File: src/include/mscnt_pkg.sv
package mscnt_pkg;

    // ------------------------------------------------------------------
    // Register offsets (byte addresses)
    // ------------------------------------------------------------------
    localparam logic [11:0] OFS_STATS_CONTROL      = 12'h100;
    localparam logic [11:0] OFS_RESERVED_CONTROL_A = 12'h10c;
    localparam logic [11:0] OFS_RESERVED_CONTROL_B = 12'h110;
    localparam logic [11:0] OFS_RX_FRAMES_TOTAL    = 12'h200;
    localparam logic [11:0] OFS_RX_FRAMES_GOOD     = 12'h204;
    localparam logic [11:0] OFS_TX_FRAMES_TOTAL    = 12'h300;
    localparam logic [11:0] OFS_TX_BYTES_TOTAL     = 12'h308;
    localparam logic [11:0] OFS_TX_BYTES_GOOD      = 12'h30c;
    localparam logic [11:0] OFS_LONG_FRAMES        = 12'h318;

    // ------------------------------------------------------------------
    // Field layout and reset values
    // ------------------------------------------------------------------
    localparam int          MAX_FRAME_LSB     = 3;
    localparam int          MAX_FRAME_MSB     = 13;
    localparam int          MAX_FRAME_W       = 11;
    localparam int          FRAME_LEN_W       = 16;
    localparam logic [31:0] CTRL_WRITE_MASK   = 32'h0000_3ffa;
    localparam logic [31:0] CTRL_RESET        = 32'h0000_2f72;
    localparam logic [31:0] RSVD_RESET        = 32'h0000_0000;
    localparam logic [31:0] CNT_RESET         = 32'h0000_0000;
    localparam logic [31:0] READ_ZERO         = 32'h0000_0000;
    localparam logic [11:0] ADDR_MASK         = 12'hffc;

    // ------------------------------------------------------------------
    // AHB-Lite encodings
    // ------------------------------------------------------------------
    localparam logic [1:0]  HTRANS_NONSEQ     = 2'h2;
    localparam logic [1:0]  HTRANS_SEQ        = 2'h3;

endpackage

File: src/rtl/mscnt_top.sv
// Added by the designer: the AHB-Lite slave port.
`timescale 1ns/100ps

module mscnt_top (
    input  wire logic        clk_sys_in,        // System clock, 25 MHz.
    input  wire logic        sys_rst_in,        // Synchronous reset, active high.
    input  wire logic        hsel_in,           // AHB slave select.
    input  wire logic [31:0] haddr_in,          // AHB address.
    input  wire logic [1:0]  htrans_in,         // AHB transfer type.
    input  wire logic        hwrite_in,         // AHB write strobe.
    input  wire logic [2:0]  hsize_in,          // AHB transfer size.
    input  wire logic [31:0] hwdata_in,         // AHB write data.
    input  wire logic        hready_in,         // AHB bus ready.
    output logic      [31:0] hrdata_out,        // AHB read data.
    output logic             hreadyout_out,     // AHB slave ready.
    output logic             hresp_out,         // AHB response, always OKAY.
    input  wire logic        rx_frame_done_in,  // Pulse: a frame was received.
    input  wire logic        rx_frame_ok_in,    // With done: frame was valid.
    input  wire logic        tx_frame_done_in,  // Pulse: a frame was transmitted.
    input  wire logic [15:0] tx_frame_len_in,   // With done: frame size in bytes.
    input  wire logic        tx_byte_in,        // Pulse: a byte was transmitted.
    input  wire logic        tx_byte_ok_in,     // With byte: byte was valid.
    output logic             tx_long_frame_out, // Pulse: last frame was long.
    output logic [10:0]      max_frame_len_out, // Current max frame length.
    output logic             ctrl_bit1_out      // Control bit 1 as written.
);

    // ------------------------------------------------------------------
    // Helpers
    // ------------------------------------------------------------------
    function automatic logic [31:0] cnt_step(input logic [31:0] v, input logic inc);
        // Plain modular add: no saturation, so all ones goes to zero.
        cnt_step = inc ? v + 32'h0000_0001 : v;
    endfunction

    // Only the length field and bit 1 take writes; every other control bit
    // stays at its reset level so that stray software writes cannot set it.
    function automatic logic [31:0] merge_ctrl(input logic [31:0] old_v,
                                               input logic [31:0] new_v);
        merge_ctrl = (new_v & mscnt_pkg::CTRL_WRITE_MASK) |
                     (old_v & ~mscnt_pkg::CTRL_WRITE_MASK);
    endfunction

    // ------------------------------------------------------------------
    // Bus slave: address phase capture
    // ------------------------------------------------------------------
    logic        wr_pend_q;
    logic [11:0] wr_addr_q;
    logic        addr_ok;
    logic        rd_req;
    logic [11:0] req_addr;

    assign addr_ok  = hsel_in && hready_in &&
                      (htrans_in == mscnt_pkg::HTRANS_NONSEQ ||
                       htrans_in == mscnt_pkg::HTRANS_SEQ);
    assign rd_req   = addr_ok && !hwrite_in;
    assign req_addr = haddr_in[11:0] & mscnt_pkg::ADDR_MASK;

    // Zero wait states: writes land on the edge that ends the data phase.
    assign hreadyout_out = 1'b1;
    assign hresp_out     = 1'b0;

    always_ff @(posedge clk_sys_in)
    begin
        if (sys_rst_in)
        begin
            wr_pend_q <= 1'b0;
            wr_addr_q <= 12'h000;
        end
        else
        begin
            wr_pend_q <= addr_ok && hwrite_in;
            wr_addr_q <= req_addr;
        end
    end

    // ------------------------------------------------------------------
    // Control registers
    // ------------------------------------------------------------------
    logic [31:0] ctrl_q;
    logic [31:0] rsvd_a_q;
    logic [31:0] rsvd_b_q;

    always_ff @(posedge clk_sys_in)
    begin
        if (sys_rst_in)
        begin
            ctrl_q <= mscnt_pkg::CTRL_RESET;
        end
        else if (wr_pend_q && wr_addr_q == mscnt_pkg::OFS_STATS_CONTROL)
        begin
            ctrl_q <= merge_ctrl(ctrl_q, hwdata_in);
        end
    end

    // The reserved words are plain storage; software is expected to fill
    // them with ones, and they read back what was written.
    always_ff @(posedge clk_sys_in)
    begin
        if (sys_rst_in)
        begin
            rsvd_a_q <= mscnt_pkg::RSVD_RESET;
            rsvd_b_q <= mscnt_pkg::RSVD_RESET;
        end
        else if (wr_pend_q)
        begin
            if (wr_addr_q == mscnt_pkg::OFS_RESERVED_CONTROL_A)
            begin
                rsvd_a_q <= hwdata_in;
            end
            if (wr_addr_q == mscnt_pkg::OFS_RESERVED_CONTROL_B)
            begin
                rsvd_b_q <= hwdata_in;
            end
        end
    end

    assign max_frame_len_out = ctrl_q[mscnt_pkg::MAX_FRAME_MSB:mscnt_pkg::MAX_FRAME_LSB];
    assign ctrl_bit1_out     = ctrl_q[1];

    // ------------------------------------------------------------------
    // Statistics counters
    // ------------------------------------------------------------------
    logic [31:0] rx_frame_total_count_q;
    logic [31:0] rx_frame_valid_count_q;
    logic [31:0] tx_frame_total_count_q;
    logic [31:0] tx_byte_total_count_q;
    logic [31:0] tx_byte_valid_count_q;
    logic [31:0] tx_long_count_q;
    logic        is_long;

    assign is_long = tx_frame_len_in > {5'h00, max_frame_len_out};

    // Each counter has its own process. None of them has a bus write path,
    // so software can only observe them; this keeps a host that measures
    // intervals from ever losing an event to a badly timed write.
    // cleared by reset only

    always_ff @(posedge clk_sys_in)
    begin
        if (sys_rst_in)
        begin
            rx_frame_total_count_q <= mscnt_pkg::CNT_RESET;
        end
        else
        begin
            rx_frame_total_count_q <= cnt_step(rx_frame_total_count_q, rx_frame_done_in);
        end
    end

    always_ff @(posedge clk_sys_in)
    begin
        if (sys_rst_in)
        begin
            rx_frame_valid_count_q <= mscnt_pkg::CNT_RESET;
        end
        else
        begin
            rx_frame_valid_count_q <= cnt_step(rx_frame_valid_count_q,
                                               rx_frame_done_in && rx_frame_ok_in);
        end
    end

    always_ff @(posedge clk_sys_in)
    begin
        if (sys_rst_in)
        begin
            tx_frame_total_count_q <= mscnt_pkg::CNT_RESET;
        end
        else
        begin
            tx_frame_total_count_q <= cnt_step(tx_frame_total_count_q, tx_frame_done_in);
        end
    end

    always_ff @(posedge clk_sys_in)
    begin
        if (sys_rst_in)
        begin
            tx_long_count_q <= mscnt_pkg::CNT_RESET;
        end
        else
        begin
            tx_long_count_q <= cnt_step(tx_long_count_q, tx_frame_done_in && is_long);
        end
    end

    always_ff @(posedge clk_sys_in)
    begin
        if (sys_rst_in)
        begin
            tx_long_frame_out <= 1'b0;
        end
        else
        begin
            tx_long_frame_out <= tx_frame_done_in && is_long;
        end
    end

    always_ff @(posedge clk_sys_in)
    begin
        if (sys_rst_in)
        begin
            tx_byte_total_count_q <= mscnt_pkg::CNT_RESET;
        end
        else
        begin
            tx_byte_total_count_q <= cnt_step(tx_byte_total_count_q, tx_byte_in);
        end
    end

    always_ff @(posedge clk_sys_in)
    begin
        if (sys_rst_in)
        begin
            tx_byte_valid_count_q <= mscnt_pkg::CNT_RESET;
        end
        else
        begin
            tx_byte_valid_count_q <= cnt_step(tx_byte_valid_count_q,
                                              tx_byte_in && tx_byte_ok_in);
        end
    end

    // ------------------------------------------------------------------
    // Read data
    // ------------------------------------------------------------------
    // A 32-bit word on the bus carries bit 31 in the top lane, as stored.
    // Unmapped words read as zero rather than aliasing a neighbour, so a
    // wrong software offset shows up as a stuck zero, not as plausible data.
    logic [31:0] rd_mux;

    always_comb
    begin
        case (req_addr)
            mscnt_pkg::OFS_STATS_CONTROL:      rd_mux = ctrl_q;
            mscnt_pkg::OFS_RESERVED_CONTROL_A: rd_mux = rsvd_a_q;
            mscnt_pkg::OFS_RESERVED_CONTROL_B: rd_mux = rsvd_b_q;
            mscnt_pkg::OFS_RX_FRAMES_TOTAL:    rd_mux = rx_frame_total_count_q;
            mscnt_pkg::OFS_RX_FRAMES_GOOD:     rd_mux = rx_frame_valid_count_q;
            mscnt_pkg::OFS_TX_FRAMES_TOTAL:    rd_mux = tx_frame_total_count_q;
            mscnt_pkg::OFS_TX_BYTES_TOTAL:     rd_mux = tx_byte_total_count_q;
            mscnt_pkg::OFS_TX_BYTES_GOOD:      rd_mux = tx_byte_valid_count_q;
            mscnt_pkg::OFS_LONG_FRAMES:        rd_mux = tx_long_count_q;
            default:                           rd_mux = mscnt_pkg::READ_ZERO;
        endcase
    end

    // Read data is registered at the address phase so that it stands for
    // the whole data phase; a read never disturbs any counter.
    always_ff @(posedge clk_sys_in)
    begin
        if (sys_rst_in)
        begin
            hrdata_out <= mscnt_pkg::READ_ZERO;
        end
        else if (rd_req)
        begin
            hrdata_out <= rd_mux;
        end
    end

endmodule

File: config.mk
export PLATFORM = sky130hd
export DESIGN_NAME = mscnt_top
export DESIGN_NICKNAME = d
export VERILOG_FILES = /design/src/include/mscnt_pkg.sv /design/src/rtl/mscnt_top.sv
export SDC_FILE = /design/constraint.sdc
export NUM_CORES = 1
export LEC_CHECK = 0
export BUFFER_PORTS_ARGS = -buffer_cell sky130_fd_sc_hd__buf_2
export CAP_MARGIN = 20
export CELL_PAD_IN_SITES_DETAIL_PLACEMENT = 1
export CELL_PAD_IN_SITES_GLOBAL_PLACEMENT = 1
export CORE_MARGIN = 8
export CORE_UTILIZATION = 45
export CTS_CLUSTER_DIAMETER = 60
export CTS_CLUSTER_SIZE = 14
export DETAILED_ROUTE_END_ITERATION = 6
export HOLD_SLACK_MARGIN = 0.12
export PLACE_DENSITY_LB_ADDON = 0.1
export SYNTH_ARGS = -nofsm -noshare
export SYNTH_HDL_FRONTEND = slang
export SYNTH_SLANG_ARGS = --single-unit
File: constraint.sdc
create_clock -name clk_sys_in -period 2.8 [get_ports clk_sys_in]
set_clock_uncertainty 0.1 [all_clocks]
set_input_delay 0.42 -clock clk_sys_in [delete_from_list [all_inputs] [get_ports clk_sys_in]]
set_output_delay 0.42 -clock clk_sys_in [all_outputs]
set_load 0.02 [all_outputs]
* Word level (Yosys, flattened, before mapping)
Cells that the tools add are included.
Operators by class: reductions and logical operators 12, muxes and demuxes 1, bitwise operators 1, equality and inequality tests 14, $add $sub $neg 6, magnitude comparators 1
Operator list (count):
- $pmux W32 S9 | 1
- $add A32 B1 Y32 const B | 6
- $eq A10 B8 Y1 const B | 6
- $eq A12 B9 Y1 const B | 3
- $or A14 B32 Y32 | 1
- $eq A10 B7 Y1 const B | 3
- $gt A16 B11 Y1 | 1
- $logic_and A1 B1 Y1 | 8
- $eq A2 B2 Y1 const B | 2
- $reduce_and A2 Y1 | 2
- $logic_not A1 Y1 | 1
- $logic_or A1 B1 Y1 | 1
Word-level totals: input bits 95, register bits after elaboration 334

* Logic depth before layout (Yosys ltp)
depth after elaboration 4, gate-level depth with buffers 10, mapped depth without buffers 8

* Least setup slack after synthesis
No wires, ideal clock.
path type register -> register, from register ctrl_q[13], to register tx_long_count_q[24], slack 0.474 ns, arrival time 2.156 ns, cell stages (with the launch flop) 10, required time 2.630 ns, clock period less this slack 2.326 ns, path buffers 1, library setup time 0.070 ns, cells stage by stage dfxtp_1 inv_1 ha_1 a31o_2 a21oi_1 o21ai_2 o211ai_2 buf_4 or4_1 a21oi_1
Between the ends: cells in the longest elaborated chain, start to end 2
RTL lines:
- start, declared | RTL line mscnt_top.sv:80 | logic [31:0] ctrl_q;
- start signal, assigned | RTL line mscnt_top.sv:88 | ctrl_q <= mscnt_pkg::CTRL_RESET;
- start signal, assigned | RTL line mscnt_top.sv:92 | ctrl_q <= merge_ctrl(ctrl_q, hwdata_in);
- $gt A16 B11 Y1 | RTL line mscnt_top.sv:132 | assign is_long = tx_frame_len_in > {5'h00, max_frame_len_out};
- $logic_and A1 B1 Y1 | RTL line mscnt_top.sv:184 | tx_long_count_q <= cnt_step(tx_long_count_q, tx_frame_done_in && is_long);
- end signal, assigned | RTL line mscnt_top.sv:180 | tx_long_count_q <= mscnt_pkg::CNT_RESET;
- end signal, assigned | RTL line mscnt_top.sv:184
- end, declared | RTL line mscnt_top.sv:129 | logic [31:0] tx_long_count_q;
No other way between the ends. A chain may end at the register's enable or synchronous reset.

* Worst setup path after layout
from input port haddr_in[3], to register hrdata_out[2]
Between the ends: cells in the longest elaborated chain, start to end 2, elaborated cells between the ends (all ways) 10
RTL lines:
- start, declared | RTL line mscnt_top.sv:8 | input wire logic [31:0] haddr_in,
- $eq A10 B8 Y1 or $eq A10 B7 Y1 (tied branches) | RTL line mscnt_top.sv:235 | case (req_addr)
- $pmux W32 S9 * | RTL line mscnt_top.sv:235
- end signal, assigned | RTL line mscnt_top.sv:255 | hrdata_out <= mscnt_pkg::READ_ZERO;
- end signal, assigned | RTL line mscnt_top.sv:259 | hrdata_out <= rd_mux;
- end, declared | RTL line mscnt_top.sv:14 | output logic [31:0] hrdata_out,
Every way passes the cells marked *; elsewhere a longest branch is shown, timed or not.

==> summary.md <==
| Metric | Value |
|---|---|
| CTS tree | done |
| Top delay family on crit path | simple AND/OR/NAND/NOR gates |
| Drt initial violations | a little under 1000 |
| Synth area leaders | dfxtp_1 (42%), mux2i_1 (7.7%), nor2_1 (6.8%), xor2_1 (6.0%), nand2_1 (3.4%) |
| Yosys cell types | 68 |
| Net count after synthesis | 1823 |
| DIE AREA | 39100 sq um |
| Vias per cell | 5.87 |
| Die W | 198 microns |
| RSZ-0062 raised after global routing | false |
| Cells along the critical path | dlygate4sd3_1 > buf_2 > or3_1 > nor3_2 > buf_4 > and2_1 > a222oi_1 > nand2_1 > a22o_1 |
| Sequential Area | 6250 sq um |
| Hold path depth | 2 |
| Final net count | a little under 2000 |
| Avg Inst Size Synth | approximately 8.7 sq um |
| Achievable Freq | approximately 380 MHz |
| Peak supply drop | 0.569 mV |
| Final setup TNS | 0 ns |
| Congestion Overflow GR | 0 |
| RD Place Congestion | 0.850 |
| Worst Hold Class | in2reg |
| CTS clk-pin slew, worst paths | 0.06 ns |
| Vias in the first global route | roughly 14000 |
| Crit path capture type | flip-flop |
| Top FF cell, synth | dfxtp_1 |
| Critical Path Start | haddr_in[3] |
| CTS Buf Count | 31 |
| Status | completed |
| GRT Util Overall | 25.8% |
| FF-to-FF Start | tx_long_count_q[1] |
| Initial Util | a little under half |
| Post-synth EDFFs | 0 |
| Worst-path maximum fanout | 12 |
| Yosys top cell by area | dfxtp_1 |
| Synth top area share | between 40% and 50% |
| # IOs | 142 |
| Area of the core | about 33000 sq um |
| First-pass GRT wire length | about 80000 microns |
| Sequential-to-total area share from yosys stat | 42.0% |
| Final setup vio count | 0 |
| Max cap viols | 0 |
| Setup Buffers After CTS | 0 |
| Crit start category | input pin |
| Pwr Density | 525 nW/um^2 |
| CTS Root Cell | clkbuf_16 |
| Final ANT Viol Nets | 0 |
| Min Clock Period, post-route | 2.64 ns |
| Area growth syn-to-layout | 18.2% |
| FFs w/ async S/R, synth | 0% |
| WL final | 51200 microns |
| Crit path largest cell delay | 0.57 ns |
| Crit Reg-Reg Endpoint | tx_long_count_q[28] |
| Height of the die | about 200 microns |
| TritonCTS Sinks | 312 |
| Post-DR wirelength/cell | 22.1 microns |
| Final Cycle Share | ~94% |
| Post-Place Worst Slack | 0.176 ns |
| Initial antenna violation count | 3 |
| Hold endpoint | wr_addr_q[4] |
| Fillers | 3864 |
| # DRC | 0 |
| Worst EP arrival | 3.05 ns |
| Syn. warnings | 0 |
| Share of layout cells above drive strength 1 | 13.5% |
| Pins Over Slew Limit | 0 |
| Synth top cells by count | dfxtp_1 (312), nor2_1 (270), nand2_1 (136) |
| Fin util | 54.0% |
| Multi-input logic area | 8100 sq um |
| Via count | about 14000 |
| CP max-delay cell | dlygate4sd3_1 |
| Count leader, synth | dfxtp_1 |
| Post-DP HPWL | between 30000 and 40000 microns |
| Worst-Margin Slew | between 0.7 and 0.8 ns |
| Hold Slack | 0.148 ns |
| Synthesized area | 14900 sq um |
| Cells after Synth | 1711 |
| Min-Delay Startpoint | haddr_in[4] |
| Reg2Reg Depth | 8 |
| Largest net degree at the start of global routing | ~120 |
| Register bit total from synthesis | 312 |
| Relative slew margins | 52.7% |
| Leakage | around 6.7 nW |
| Final worst slack | 0.158 ns |
| PortBufs | 113 |
| Clk Latency, worst-skew pair | 0.56 ns |
| Crit path buffers/inverters | 3 |
| Row count | 66 |
| Fin. Hold Viols | 0 |
| Max clock buf depth | 3 |
| CTS H-Tree Depth | 1 |
| Initial DRT Pass Iterations | 7 |
| Required @ worst endpoint | around 3.2 ns |
| Setup slack, reg-to-reg | 0.21 ns |
| WS Path Type | in2reg |
[stage by stage]
| step | instances | power [mW] | area [sq um] |
|---|---|---|---|
| after floorplan | 1711 | 4.79 | 14900 |
| after global placement | 2224 | 4.97 | 16100 |
| after detailed placement | 2224 | 4.98 | 16100 |
| after CTS | 2322 | 9.32 | 17600 |
| after global routing | 2323 | 9.53 | 17600 |
| final | 2323 | 9.23 | 17600 |
[what timing repair did]
| item | 4_1_cts | 5_1_grt |
|---|---|---|
| gates resized for setup | 0 | 0 |
| hold endpoints to repair | 75 | 0 |
| hold buffers | 44 | 0 |
[sequential cells by signal, indices dropped and copies added, names as in the netlist]
| name | count |
|---|---|
| ctrl_q | 12 |
| hrdata_out | 32 |
| rsvd_a_q | 32 |
| rsvd_b_q | 32 |
| rx_frame_total_count_q | 32 |
| rx_frame_valid_count_q | 32 |
| tx_byte_total_count_q | 32 |
| tx_byte_valid_count_q | 32 |
| tx_frame_total_count_q | 32 |
| tx_long_count_q | 32 |
| tx_long_frame_out | 1 |
| wr_addr_q | 10 |
| wr_pend_q | 1 |
[final cells by class]
cell class / count / share of cell area, %
antenna: 1 / 0.0142
tap: 442 / 3.15
sequential: 312 / 35.5
inverter: 22 / 0.470
clock inverter: 16 / 1.15
timing repair buffer: 215 / 8.82
multi-input combinational: 1277 / 46.1
clock buffer: 38 / 4.74
[worst register-to-register path, delay by kind of cell (launching register included)]
kind	cells	cell delay (ns)
fa+ha+maj	1	0.20
compound gates	2	0.30
simple gates	4	1.33
flops	1	0.40
buf+inv	1	0.18
[worst max-delay path by stage]
stage / endpoint / slack, ns / cells after the start
6_report: hrdata_out[2] / 0.16 / 9
3_3_place_gp: tx_long_count_q[31] / 0.25 / 9
4_1_cts: hrdata_out[2] / 0.21 / 9
3_5_place_dp: tx_long_count_q[31] / 0.18 / 9
5_1_grt: hrdata_out[2] / 0.03 / 9
2_1_floorplan: tx_long_count_q[24] / 0.47 / 9
[kinds of logic (layout without fill, tap and decap cells)]
kind of cell / count (synthesis) / count (layout) / synth area share, %
compound gates: 275 / 275 / 12.7
xor+xnor: 138 / 138 / 8.13
fa+ha+maj: 17 / 17 / 1.43
buf+inv: 122 / 291 / 3.52
flops: 312 / 312 / 42.0
mux: 118 / 118 / 7.98
other cells: 2 / 3 / 0.0505
simple gates: 727 / 727 / 24.2
[placed cells by master, fill, tap and decap left out, types with 25 or more instances in the layout]
cell type	instances
and3_1	36
mux2i_1	114
nor2_1	269
clkbuf_16	31
nand3_1	70
xnor2_1	36
nand2_1	136
o21ai_0	63
dfxtp_1	312
buf_2	112
a21oi_1	67
buf_4	50
xor2_1	102
dlygate4sd3_1	44
a22oi_1	28
nand4_1	51
or3_1	35
and4_1	25
[metal layers]
layer,global-route usage (%),share of wire (%)
met1,33.5,43
met5,0,0.051
met2,43.7,48
met4,7.41,2.9
met3,4.21,5.9
[power by group]
group	internal (mW)	switching, mW	leakage, nW
logic	0.167	0.269	3.70
clock network	2.48	1.83	0.498
registers	4.46	0.0299	2.52
(Power assumes the default switching activity.)
